==> src/core/ivp_pkg.sv <==
// Purpose: Shared constants for the interrupt vector pointer logic.
// Assumes: Control registers are selected by a small select code on the move path.
// Notes: Select codes are local to this block.
package ivp_pkg;
  localparam int DATA_W = 32;
  localparam int FLAG_W = 16;
  localparam int SEL_W = 3;
  // Control register select codes.
  localparam logic [2:0] SEL_STATUS = 3'h0;
  localparam logic [2:0] SEL_ENABLE = 3'h1;
  localparam logic [2:0] SEL_FLAG = 3'h2;
  localparam logic [2:0] SEL_SET = 3'h3;
  localparam logic [2:0] SEL_CLEAR = 3'h4;
  localparam logic [2:0] SEL_VTP = 3'h5;
  localparam logic [2:0] SEL_NMI_RET = 3'h6;
  localparam logic [2:0] SEL_INT_RET = 3'h7;
  // Field positions.
  localparam int GLOBAL_BIT = 0;
  localparam int PREV_GLOBAL_BIT = 1;
  localparam int RESET_BIT = 0;
  localparam int NMI_BIT = 1;
  localparam int IDX_LO = 5;
  localparam int IDX_W = 5;
  localparam int BASE_LO = 10;
  localparam int BASE_W = 22;
  // Flag bits that exist: the nonmaskable one and interrupts 4 to 15.
  localparam logic [15:0] FLAG_MASK = 16'hFFF2;
  // Enable bits that software may write directly (4 to 15).
  localparam logic [15:0] IE_WMASK = 16'hFFF0;
  // Reset values.
  localparam logic [15:0] ENABLE_RST = 16'h0000;
  localparam logic [15:0] FLAG_RST = 16'h0000;
  localparam logic [21:0] BASE_RST = 22'h000000;
  localparam logic [31:0] PTR_RST = 32'h00000000;
  localparam logic [31:0] RESET_ENTRY = 32'h00000000;
endpackage : ivp_pkg

==> src/core/ivp_vector_logic.sv <==
// Purpose: Interrupt control registers and the service vector pointer of a processor core.
// Assumes: Core event strobes are one-cycle pulses on clk; interrupt pins are asynchronous.
// Notes: Reads return data one cycle after the select; flag changes show in reads two cycles after a write.
// Behaviour
// - The low five bits of the vector pointer always read as zero.
// - Bits 5 to 9 hold the index of the highest-priority pending and enabled interrupt.
// - With nothing pending and enabled the index field is zero.
// - The index ignores the global and nonmaskable enables, except that the nonmaskable interrupt needs its own.
// - The table base in bits 10 to 31 resets to zero and software may rewrite it.
// - Reset service is always fetched from address zero.
// - The pointer reads as base, then index, then five zero bits.
// - The pointer is readable over the control move path.
// - Writing ones to the flag-set register sets pending flags of interrupts 4 to 15.
// - Writing ones to the flag-clear register clears pending flags of interrupts 4 to 15.
// - A nonmaskable return pointer holds the resume address used to return from that service.
// - A maskable return pointer holds the resume address used to return from maskable service.
// - A global enable bit in the control status register gates maskable processing.
// - Priority runs reset, nonmaskable, then interrupts 4 to 15 in ascending order.
// - Service entries are 32 bytes apart.
`timescale 1ns/1ns
module ivp_vector_logic #(
  parameter int FW = ivp_pkg::FLAG_W
) (
  input wire logic clk,
  input wire logic rst,
  input wire logic [FW-1:0] intPin,
  input wire logic ctlWrEn,
  input wire logic [ivp_pkg::SEL_W-1:0] ctlWrSel,
  input wire logic [31:0] ctlWrData,
  input wire logic [ivp_pkg::SEL_W-1:0] ctlRdSel,
  output logic [31:0] ctlRdData,
  input wire logic nmiTaken,
  input wire logic intTaken,
  input wire logic [4:0] intTakenNum,
  input wire logic nmiReturn,
  input wire logic intReturn,
  input wire logic [31:0] resumeAddr,
  output logic [31:0] vectorPtr,
  output logic [31:0] nmiRetPtr,
  output logic [31:0] intRetPtr,
  output logic [31:0] resetEntryAddr,
  output logic globalEnable,
  output logic nmiEnable,
  output logic maskableReady
);
  logic [FW-1:0] pinMeta_r, pinSync_r, pinOld_r;
  logic [FW-1:0] flag_r, flag_nxt, enable_r, enable_nxt;
  logic globEn_r, globEn_nxt, prevGlobEn_r, prevGlobEn_nxt;
  logic [21:0] base_r, base_nxt;
  logic [31:0] vec_r, vec_nxt, nmiRet_r, nmiRet_nxt, intRet_r, intRet_nxt, rd_r, rd_nxt, rst_entry_r;
  logic ready_r, ready_nxt;
  logic [FW-1:0] rise, setBits, clrBits, qual, takenClr;
  logic [4:0] topIdx;
  logic topFound;
  logic wrSet, wrClear, wrEnable, wrStatus, wrVtp, wrNmiRet, wrIntRet;

  // Pin synchroniser; only the second stage feeds the edge detector.
  always_ff @(posedge clk) begin
    if (rst) begin
      pinMeta_r <= '0;
      pinSync_r <= '0;
      pinOld_r <= '0;
    end else begin
      pinMeta_r <= intPin;
      pinSync_r <= pinMeta_r;
      pinOld_r <= pinSync_r;
    end
  end

  // Pending and enabled requests; the nonmaskable bit is qualified by its own enable.
  assign qual = flag_r & enable_r & ivp_pkg::FLAG_MASK;
  ivp_low_index #(.W(FW), .IW(5)) u_top (
    .req(qual),
    .idx(topIdx),
    .found(topFound)
  );

  // Write decode and flag set and clear terms.
  always_comb begin
    wrSet = ctlWrEn && ctlWrSel == ivp_pkg::SEL_SET;
    wrClear = ctlWrEn && ctlWrSel == ivp_pkg::SEL_CLEAR;
    wrEnable = ctlWrEn && ctlWrSel == ivp_pkg::SEL_ENABLE;
    wrStatus = ctlWrEn && ctlWrSel == ivp_pkg::SEL_STATUS;
    wrVtp = ctlWrEn && ctlWrSel == ivp_pkg::SEL_VTP;
    wrNmiRet = ctlWrEn && ctlWrSel == ivp_pkg::SEL_NMI_RET;
    wrIntRet = ctlWrEn && ctlWrSel == ivp_pkg::SEL_INT_RET;
    rise = pinSync_r & ~pinOld_r & ivp_pkg::FLAG_MASK;
    takenClr = '0;
    if (intTaken) begin
      takenClr[intTakenNum[3:0]] = 1'b1;
    end
    if (nmiTaken) begin
      takenClr[ivp_pkg::NMI_BIT] = 1'b1;
    end
    setBits = rise | ((wrSet ? ctlWrData[FW-1:0] : '0) & ivp_pkg::IE_WMASK);
    clrBits = ((wrClear ? ctlWrData[FW-1:0] : '0) & ivp_pkg::IE_WMASK) | takenClr;
  end

  // Next values of all control registers.
  always_comb begin
    flag_nxt = ((flag_r & ~clrBits) | setBits) & ivp_pkg::FLAG_MASK;
    enable_nxt = enable_r;
    if (wrEnable) begin
      enable_nxt = (enable_r & ~ivp_pkg::IE_WMASK) | (ctlWrData[FW-1:0] & ivp_pkg::IE_WMASK);
      if (ctlWrData[ivp_pkg::NMI_BIT]) begin
        enable_nxt[ivp_pkg::NMI_BIT] = 1'b1;
      end
    end
    if (nmiReturn) begin
      enable_nxt[ivp_pkg::NMI_BIT] = 1'b1;
    end
    if (nmiTaken) begin
      enable_nxt[ivp_pkg::NMI_BIT] = 1'b0;
    end
    globEn_nxt = wrStatus ? ctlWrData[ivp_pkg::GLOBAL_BIT] : globEn_r;
    prevGlobEn_nxt = wrStatus ? ctlWrData[ivp_pkg::PREV_GLOBAL_BIT] : prevGlobEn_r;
    if (intReturn) begin
      globEn_nxt = prevGlobEn_r;
    end
    if (intTaken) begin
      prevGlobEn_nxt = globEn_nxt;
      globEn_nxt = 1'b0;
    end
    base_nxt = wrVtp ? ctlWrData[31:ivp_pkg::BASE_LO] : base_r;
    vec_nxt = {base_r, (topFound ? topIdx : 5'h00), 5'h00};
    nmiRet_nxt = nmiTaken ? resumeAddr : (wrNmiRet ? ctlWrData : nmiRet_r);
    intRet_nxt = intTaken ? resumeAddr : (wrIntRet ? ctlWrData : intRet_r);
    ready_nxt = globEn_r && enable_r[ivp_pkg::NMI_BIT] && ((qual & ivp_pkg::IE_WMASK) != '0);
    unique case (ctlRdSel)
      ivp_pkg::SEL_STATUS: rd_nxt = {30'h0, prevGlobEn_r, globEn_r};
      ivp_pkg::SEL_ENABLE: rd_nxt = {16'h0000, enable_r | 16'h0001};
      ivp_pkg::SEL_FLAG: rd_nxt = {16'h0000, flag_r};
      ivp_pkg::SEL_VTP: rd_nxt = vec_r;
      ivp_pkg::SEL_NMI_RET: rd_nxt = nmiRet_r;
      ivp_pkg::SEL_INT_RET: rd_nxt = intRet_r;
      default: rd_nxt = 32'h00000000;
    endcase
  end

  // Register stage for all control state.
  always_ff @(posedge clk) begin
    if (rst) begin
      flag_r <= ivp_pkg::FLAG_RST;
      enable_r <= ivp_pkg::ENABLE_RST;
      globEn_r <= 1'b0;
      prevGlobEn_r <= 1'b0;
      base_r <= ivp_pkg::BASE_RST;
      vec_r <= ivp_pkg::PTR_RST;
      nmiRet_r <= ivp_pkg::PTR_RST;
      intRet_r <= ivp_pkg::PTR_RST;
      rd_r <= ivp_pkg::PTR_RST;
      ready_r <= 1'b0;
      rst_entry_r <= ivp_pkg::RESET_ENTRY;
    end else begin
      flag_r <= flag_nxt;
      enable_r <= enable_nxt;
      globEn_r <= globEn_nxt;
      prevGlobEn_r <= prevGlobEn_nxt;
      base_r <= base_nxt;
      vec_r <= vec_nxt;
      nmiRet_r <= nmiRet_nxt;
      intRet_r <= intRet_nxt;
      rd_r <= rd_nxt;
      ready_r <= ready_nxt;
      rst_entry_r <= ivp_pkg::RESET_ENTRY;
    end
  end

  // Outputs come straight from registers.
  assign ctlRdData = rd_r;
  assign vectorPtr = vec_r;
  assign nmiRetPtr = nmiRet_r;
  assign intRetPtr = intRet_r;
  assign resetEntryAddr = rst_entry_r;
  assign globalEnable = globEn_r;
  assign nmiEnable = enable_r[ivp_pkg::NMI_BIT];
  assign maskableReady = ready_r;

  // Helper copy of the qualified requests, aligned with the pointer register.
  logic [FW-1:0] qualPrev_r;
  always_ff @(posedge clk) begin
    qualPrev_r <= rst ? '0 : qual;
  end
endmodule : ivp_vector_logic

==> src/core/ivp_low_index.sv <==
// Purpose: Finds the lowest set bit of a request vector, lowest index first.
// Assumes: Bit 0 is the highest priority.
// Notes: Purely combinational; the caller registers the result.
`timescale 1ns/1ns
module ivp_low_index #(
  parameter int W = 16,
  parameter int IW = 5
) (
  input wire logic [W-1:0] req,
  output logic [IW-1:0] idx,
  output logic found
);
  // Scan from the top down so the lowest set index is kept last.
  always_comb begin
    idx = '0;
    found = 1'b0;
    for (int i = W - 1; i >= 0; i--) begin
      if (req[i]) begin
        idx = IW'(i);
        found = 1'b1;
      end
    end
  end
endmodule : ivp_low_index

==> config.mk <==
export PLATFORM = sky130hd
export DESIGN_NAME = ivp_vector_logic
export DESIGN_NICKNAME = d
export VERILOG_FILES = /design/src/core/ivp_pkg.sv /design/src/core/ivp_vector_logic.sv /design/src/core/ivp_low_index.sv
export SDC_FILE = /design/constraint.sdc
export NUM_CORES = 1
export LEC_CHECK = 0
export BUFFER_PORTS_ARGS = -buffer_cell sky130_fd_sc_hd__buf_2
export CAP_MARGIN = 15
export CORE_UTILIZATION = 45
export DETAILED_ROUTE_END_ITERATION = 10
export GPL_ROUTABILITY_DRIVEN = 0
export GPL_TIMING_DRIVEN = 0
export PLACE_DENSITY = 0.69
export SETUP_SLACK_MARGIN = 0.02
export SLEW_MARGIN = 25
export SYNTH_ARGS = -nofsm -noshare
export SYNTH_HDL_FRONTEND = slang
export SYNTH_SLANG_ARGS = --single-unit
==> constraint.sdc <==
create_clock -name clk -period 3.8 [get_ports clk]
set_clock_uncertainty 0.1 [all_clocks]
set_input_delay 0.38 -clock clk [delete_from_list [all_inputs] [get_ports clk]]
set_output_delay 0.38 -clock clk [all_outputs]
set_load 0.1 [all_outputs]
==> results of run 1 <==
[synthesized netlist by cell type (2+ instances only)]
cell type | n | area share [%]
a211oi_1 | 33 | 2.8
a21boi_0 | 2 | 0.17
a21oi_1 | 37 | 2.1
a221oi_1 | 2 | 0.20
a222oi_1 | 12 | 1.4
a22o_1 | 3 | 0.30
a22oi_1 | 41 | 3.5
a32o_1 | 3 | 0.34
a32oi_1 | 3 | 0.30
and3_1 | 4 | 0.28
and3b_1 | 2 | 0.20
buf_1 | 7 | 0.30
buf_2 | 27 | 1.5
buf_4 | 39 | 3.3
clkbuf_1 | 26 | 1.1
dfxtp_1 | 212 | 48
inv_1 | 15 | 0.64
mux2_2 | 61 | 7.7
mux2i_1 | 80 | 9.0
nand2_1 | 79 | 3.3
nand3_1 | 5 | 0.28
nand4_1 | 2 | 0.14
nor2_1 | 111 | 4.7
nor2b_1 | 70 | 4.9
nor3_1 | 5 | 0.28
o21ai_0 | 2 | 0.11
o22a_1 | 2 | 0.20
o2bb2ai_1 | 9 | 0.89
[report_power, final]
group,switching (mW),internal [mW],leakage (nW)
Clock,0.893,1.37,0.382
Sequential,0.0713,2.32,1.73
Combinational,0.902,0.278,3.06
[layout make-up]
| class | instances | area share (%) |
|---|---|---|
| Buffer | 101 | 5.094 |
| Sequential cell | 212 | 37.48 |
| Clock inverter | 8 | 0.9061 |
| Timing Repair Buffer | 229 | 10.70 |
| Tap cell | 260 | 2.873 |
| Inverter | 15 | 0.4972 |
| Multi-Input combinational cell | 623 | 36.44 |
| Clock buffer | 33 | 5.945 |
| Antenna cell | 3 | 0.06630 |
[metrics by stage]
| step | instance area, µm² | instances | util [%] | hold WS, ns |
|---|---|---|---|---|
| 3_3_place_gp | 10410 | 1427 | 54.74 | 0.3166 |
| 2_1_floorplan | 9004 | 951 | - | 0.3138 |
| 6_report | 11320 | 1484 | 59.54 | 0.02518 |
| 3_5_place_dp | 10410 | 1427 | 54.74 | 0.3220 |
| 5_1_grt | 11320 | 1483 | 59.53 | 0.02099 |
| 4_1_cts | 11320 | 1481 | 59.50 | 0.01094 |
[layer usage]
layer | up-vias | global-route usage, %
met5 | - | 0
met4 | 0 | 10.53
met3 | 57 | 5.283
met2 | 370 | 42.21
met1 | 3621 | 34.29
li1 | 3699 | -
[kinds of logic after synthesis]
logic type | after synthesis | synth area share, %
buffers and inverters | 116 | 7.142
other | 1 | 0.04230
AOI/OAI and AO/OA | 156 | 12.97
DFF | 212 | 47.88
and+or+nand+nor | 288 | 15.19
muxes | 141 | 16.78
[sequential cells by signal, summed over array words and instances, names as in the netlist, 13 cells and up]
signal and flops:
vectorPtr 26, intRetPtr 32, pinSync_r 13, pinOld_r 13, flag_r 13, ctlRdData 32, enable_r 13, base_r 22
pinMeta_r 13, nmiRetPtr 32
[how the worst max path moves through the flow]
stage / start / end / slack [ns] / cells after the start
floorplan: globalEnable / globalEnable / 1.98 / 3
global placement: ctlRdSel[0] / ctlRdData[5] / 1.75 / 7
detailed placement: ctlRdSel[0] / ctlRdData[5] / 1.71 / 7
CTS: globalEnable / globalEnable / 1.87 / 1
global route: enable_r[1] / nmiEnable / 1.85 / 1
finish: globalEnable / globalEnable / 1.88 / 1
==> reports/metrics.cfg, run 1 <==
[outcome]
status=finished clean

[synth]
ys_ff_latch=212
synth_edf_count=0
ys_warn_count=0
synth_area_mm2=0.008865
ys_types=48
synthFlopType=dfxtp_1
synth_cells=914
async_flop_share_pct=0
synth.avg_cell_area_um2=9.699
synth.yosys.seq_area_share_pct=47.88

[clock_network]
clkSinkCount=212
cts_hold_buffers=13
htreeDepth=1
cts.reportedPaths.clkPinSlew_ns=0.06
numCtsBuffers=23
cts_resized=0
cts_tree=built
cts_setup_buffers=0
clkLatencyLatePin_ns=0.51
ctsLongestPathBuffers=3
cts-root-buf=clkbuf_16

[hold_path]
hold_path_class=in2reg
whs_path_depth=3
min-delay-start=resumeAddr[29]
whs_endpoint=intRetPtr[29]

[cells_and_area]
final_layout_size_suffix_gt1_share_pct=32.02
area_delta_synth_final_pct=27.74
multi_input_area_mm2=0.004126
mostFrequentLayoutCells=243 x buf_2, 212 x dfxtp_1, 111 x nor2_1
final_common_cell=buf_2
final_nets=1303
seqCellArea_mm2=0.004244
nFillCells=1760

[floorplanning]
die_area_mm2=0.02026
die_y_um=142.4
num_rows=50
core_area_mm2=0.01902
start_util_pct=46.61
io_pins=261
die_w_um=142.4

[global_route]
grt_pass1_vias=7270
antenna_found_initial=2
grt_overflow_total=0
grt_max_degree=14
grt_util_all_layers_pct=26.20
grt_pass1_wl_mm=40.44

[place]
place_hpwl_mm=20.12
place_ws_ns=1.713
numPortBuffers=216

[drt]
routed.top_layer=met4
drc=0
met3WireLength_mm=2.397
met2WireLength_mm=12.24
post_drt_wl_per_cell_um=18.18
viasPerCell=5.220
dr.first_iter.drc_count=527
wl_met1_mm=11.40
dr.pass1.iters=6
drt-total-wl_mm=26.98
num_vias=7747
ant_nets=0

[setup_path]
worstPathMaxFanout=4
r2r_start=flag_r[11]
r2r-end=vectorPtr[5]
r2r_cells=4
crit_path_start_kind=flop
slowest_delay_ns=0.48
cpMaxStageDelayCell=buf_2
crit_type=reg2out
cp_top_family=buffers and inverters
critPathRequiredTime_ns=3.32
r2r_slack_ns=2.37
endpoint_kind=output port
crit_arrival_ns=1.44
crit_buf_inv=1
crit_chain=buf_2

[power]
finalPower_mw=5.833
power_density_mw_per_mm2=515.2
ir_drop_v=0.0002803
leakage_nw=5.175

[sta]
rsz0062_at_grt=no
finalCriticalPeriod_ns=1.919
fmax_mhz=521.0
slew_violations=0
slew_headroom_pct=51.24
finalSetupViolCount=0
timing.final.ws_setup_ns=1.881
post-route-period-util_pct=50.51
finalSetupTns_ns=0
finalHoldViolCount=0
worst_pin_slew_ns=0.7314

[job]
max_cap_viol_count=0

Note: power is estimated with default switching activity, not from simulation.
==> inputs of run 2 (changes only) <==
Clock period 3.8 ns to 1.8 ns, I/O delays scaled along.
==> reports/metrics.cfg, run 2 (synthesized netlist as in run 1, its figures left out) <==
[place]
dp_cells=1427
place_hpwl_mm=20.17
placed_cell_area_mm2=0.01041
numPortBuffers=216
place_ws_ns=-0.05219

[cells_and_area]
nFillCells=1673
area_delta_synth_final_pct=34.54
seqCellArea_mm2=0.004247
final_layout_size_suffix_gt1_share_pct=30.39
final-instance-count-excl-fill=1550
final_common_cell=buf_2
final_nets=1373
fin_util_pct=62.71
mostFrequentLayoutCells=243 x buf_2, 210 x dfxtp_1, 111 x nor2_1
multi_input_area_mm2=0.004126
design_area_mm2=0.01193
antenna_cells=0

[floorplanning]
die_w_um=142.4
core_area_mm2=0.01902
die_area_mm2=0.02026
start_util_pct=46.61
io_pins=261
num_rows=50
die_y_um=142.4

[sta]
timing.final.ws_setup_ns=0.1042
fmax_mhz=589.7
finalSetupViolCount=0
post-route-period-util_pct=94.21
slew_violations=0
worst_pin_slew_ns=0.7070
slew_headroom_pct=52.86
finalHoldViolCount=0
rsz0062_at_grt=no
finalSetupTns_ns=0
finalCriticalPeriod_ns=1.696

[global_route]
grt_overflow_total=0
grt.met3_usage_pct=5.956
grt_max_degree=14
grt.met2_usage_pct=45.33
grt_util_all_layers_pct=27.71
grt_pass1_vias=7805
grt_busiest_layer=met2
grt_pass1_wl_mm=43.03
antenna_found_initial=1
gr-usage-met1_pct=35.11

[drt]
dr.first_iter.drc_count=590
num_vias=8041
viasPerCell=5.188
drt-total-wl_mm=28.18
dr.pass1.iters=5
drc=0
ant_nets=0
post_drt_wl_per_cell_um=18.18

[clock_network]
cts_setup_buffers=0
cts-root-buf=clkbuf_16
ctsLongestPathBuffers=3
clkSinkCount=212
htreeDepth=1
numCtsBuffers=23
cts_tree=built
clkLatencyLatePin_ns=0.51
cts.reportedPaths.clkPinSlew_ns=0.06

[power]
ir_drop_v=0.0007441
power_density_mw_per_mm2=1005
leakage_nw=5.432

[setup_path]
r2r_slack_ns=0.36
crit_path_start_kind=primary input
crit_type=in2reg
endpoint_kind=flop
crit_arrival_ns=1.95
slowest_delay_ns=0.55
worstPathMaxFanout=10
cpMaxStageDelayCell=dlygate4sd3_1
critPathRequiredTime_ns=2.05
crit_chain=dlygate4sd3_1, buf_6, clkbuf_1, clkbuf_1, a211oi_1
crit_top_cell=clkbuf_1

[outcome]
status=finished clean

[hold_path]
hold_path_class=in2reg

[job]
max_cap_viol_count=0

[run 2: area by class of cell]
cell class	instances	area share (%)
Tap cell	260	2.728
Buffer	101	4.857
Sequential cell	212	35.61
Inverter	15	0.4721
Clock inverter	9	0.4616
Clock buffer	31	5.246
Timing Repair Buffer	299	16.03
Multi-Input combinational cell	623	34.60
[run 2: layer usage]
layer	vias to the layer above	share of wire, %
li1	3850	-
met1	3757	42
met2	354	46
met3	78	7.5
met4	2	3.8
met5	-	0.046
[run 2: worst paths after layout]
| path | depth (start not counted) | endpoint | from |
|---|---|---|---|
| setup / recovery | 5 | nmiRetPtr[18] | rst |
| hold / removal | 3 | prevGlobEn_r | intTaken |
| setup reg to reg | 4 | vectorPtr[5] | flag_r[7] |
| hold reg to reg | 1 | pinSync_r[11] | pinMeta_r[11] |
[run 2: what timing repair did]
action | 4_1_cts | 5_1_grt
setup endpoints to repair | 0 | 6
gates resized for setup | 0 | 4
hold buffers | 83 | 0
hold endpoints to repair | 127 | 0
[run 2: report_power, final]
part | switching, mW | leakage, nW | internal, mW
Sequential | 0.151 | 1.74 | 4.89
Clock | 1.88 | 0.337 | 2.44
Combinational | 1.94 | 3.36 | 0.687
Total | 3.97 | 5.43 | 8.02
[run 2: through the flow]
step	total power, mW	hold WS [ns]
after detailed placement	7.600	0.2935
final	11.99	0.02840
after global placement	7.573	0.2935
after CTS	12.00	0.01996
after global routing	12.37	0.02732
after floorplan	7.059	0.1874
[run 2: critical path: cells and delay by family]
family,cells,cell delay (ns)
buffers and inverters,4,1.67
AO/OA/AOI/OAI,1,0.09
==> inputs of run 3 (changes only) <==
--- a/constraint.sdc
+++ b/constraint.sdc
@@ -3,3 +3,3 @@
 set_input_delay 0.18 -clock clk [delete_from_list [all_inputs] [get_ports clk]]
 set_output_delay 0.18 -clock clk [all_outputs]
-set_load 0.1 [all_outputs]
+set_load 0.005 [all_outputs]
==> reports/metrics.cfg, run 3 (synthesized netlist as in run 1, its figures left out) <==
[global_route]
grt_pass1_vias=7773
grt_overflow_total=0
antenna_found_initial=0
grt_pass1_wl_mm=42.43
grt_util_all_layers_pct=27.32
grt_max_degree=14

[power]
finalPower_mw=11.21
leakage_nw=5.477
ir_drop_v=0.0006005
power_density_mw_per_mm2=931.0

[setup_path]
worstPathMaxFanout=10
cpMaxStageDelayCell=dlygate4sd3_1
startpoint=rst
crit_path_start_kind=primary input
crit_arrival_ns=1.94
cp_top_family=buffers and inverters
crit_chain=dlygate4sd3_1, buf_6, clkbuf_1, clkbuf_1, a21oi_1
r2r_start=intRetPtr[18]
endpoint_kind=flop
slowest_delay_ns=0.54
crit_top_cell=clkbuf_1
crit_type=in2reg
crit_buf_inv=4
critPathRequiredTime_ns=2.06

[cells_and_area]
final_nets=1375
final_common_cell=buf_2
final-instance-count-excl-fill=1554
final_layout_size_suffix_gt1_share_pct=30.24
nFillCells=1670
mostFrequentLayoutCells=243 x buf_2, 212 x dfxtp_1, 111 x nor2_1
fin_util_pct=63.30
area_delta_synth_final_pct=35.81

[clock_network]
htreeDepth=1
clkSinkCount=212
clkLatencyLatePin_ns=0.51
cts_tree=built
ctsLongestPathBuffers=3
cts_resized=0
cts.reportedPaths.clkPinSlew_ns=0.06
cts-root-buf=clkbuf_16
numCtsBuffers=23

[sta]
slew_headroom_pct=52.50
timing.final.ws_setup_ns=0.1127
slew_violations=0
fmax_mhz=592.7
finalCriticalPeriod_ns=1.687
finalHoldViolCount=0
rsz0062_at_grt=no
finalSetupViolCount=0
post-route-period-util_pct=93.74
worst_pin_slew_ns=0.7125

[job]
max_cap_viol_count=0

[place]
numPortBuffers=216
dp_cells=1427
place_ws_ns=-0.08676
place_hpwl_mm=20.12

[hold_path]
hold_path_class=in2reg
min-delay-start=intTaken

[drt]
drc=0
drt-total-wl_mm=28.18
dr.pass1.iters=7
dr.first_iter.drc_count=533
num_vias=7991
viasPerCell=5.142
ant_nets=0
post_drt_wl_per_cell_um=18.13

[outcome]
status=finished clean

[floorplanning]
num_rows=50
core_area_mm2=0.01902
die_y_um=142.4
die_area_mm2=0.02026
start_util_pct=46.61
die_w_um=142.4
io_pins=261

[run 3: cell count changes in the layout (fill, tap and decap cells not counted)]
cell,change
dfxtp_2,-2
dfxtp_1,+2
clkinv_2,-3
diode_2,+1
inv_8,+1
bufinv_16,+2
clkbuf_8,+4
clkbuf_2,-2
clkinv_4,-1
dlygate4sd3_1,+2
[run 3: timing repair]
item / in CTS / in global routing
hold buffers: 85 / 0
endpoints found under the hold margin: 126 / 0
setup buffers: 0 / 0
[run 3: metal layers]
layer	up-vias	share of wire (%)	GRT usage [%]
li1	3843	-	-
met1	3750	43	35.43
met2	334	46	44.58
met3	64	7.3	5.047
met4	0	3.5	11.38
met5	-	0	0
[run 3: worst register-to-register path: stages (launching register included)]
cell           delay, ns
dfxtp_1             0.33
mux2_2              0.26
mux2i_1             0.13
dlygate4sd3_1       0.57
nor2_1              0.04
[run 3: path summary, 6_finish.rpt]
kind	end	slack (ns)	cells after the start
worst max-delay path	enable_r[13]	0.11	5
worst min-delay path	prevGlobEn_r	0.05	3
worst max register to register	intRetPtr[18]	0.24	4
worst min register to register	pinSync_r[7]	0.34	1
[run 3: layout make-up]
type / count / area [µm²] / share of cell area (%)
sequential: 212 / 4244 / 35.25
inverter: 15 / 56.30 / 0.4677
tap: 260 / 325.3 / 2.702
buffer: 101 / 576.8 / 4.791
multi-input combinational: 623 / 4126 / 34.28
clock buffer: 33 / 673.1 / 5.591
timing repair buffer: 301 / 1932 / 16.05
clock inverter: 8 / 102.6 / 0.8522
antenna: 1 / 2.502 / 0.02079
[run 3: power breakdown]
group          total [mW]  switching, mW  internal [mW]
clock network        4.78           1.88           2.89
registers            5.04          0.152           4.89
logic                1.39          0.703          0.684
total                11.2           2.74           8.47
[run 3: stage by stage]
step | hold WS (ns) | area (µm²) | TNS (ns)
6_report | 0.04563 | 12040 | 0
3_5_place_dp | 0.2917 | 10410 | -0.5525
5_1_grt | 0.03797 | 12040 | 0
2_1_floorplan | 0.1950 | 9004 | 0
3_3_place_gp | 0.2908 | 10410 | -0.1839
4_1_cts | 0.01979 | 12040 | 0
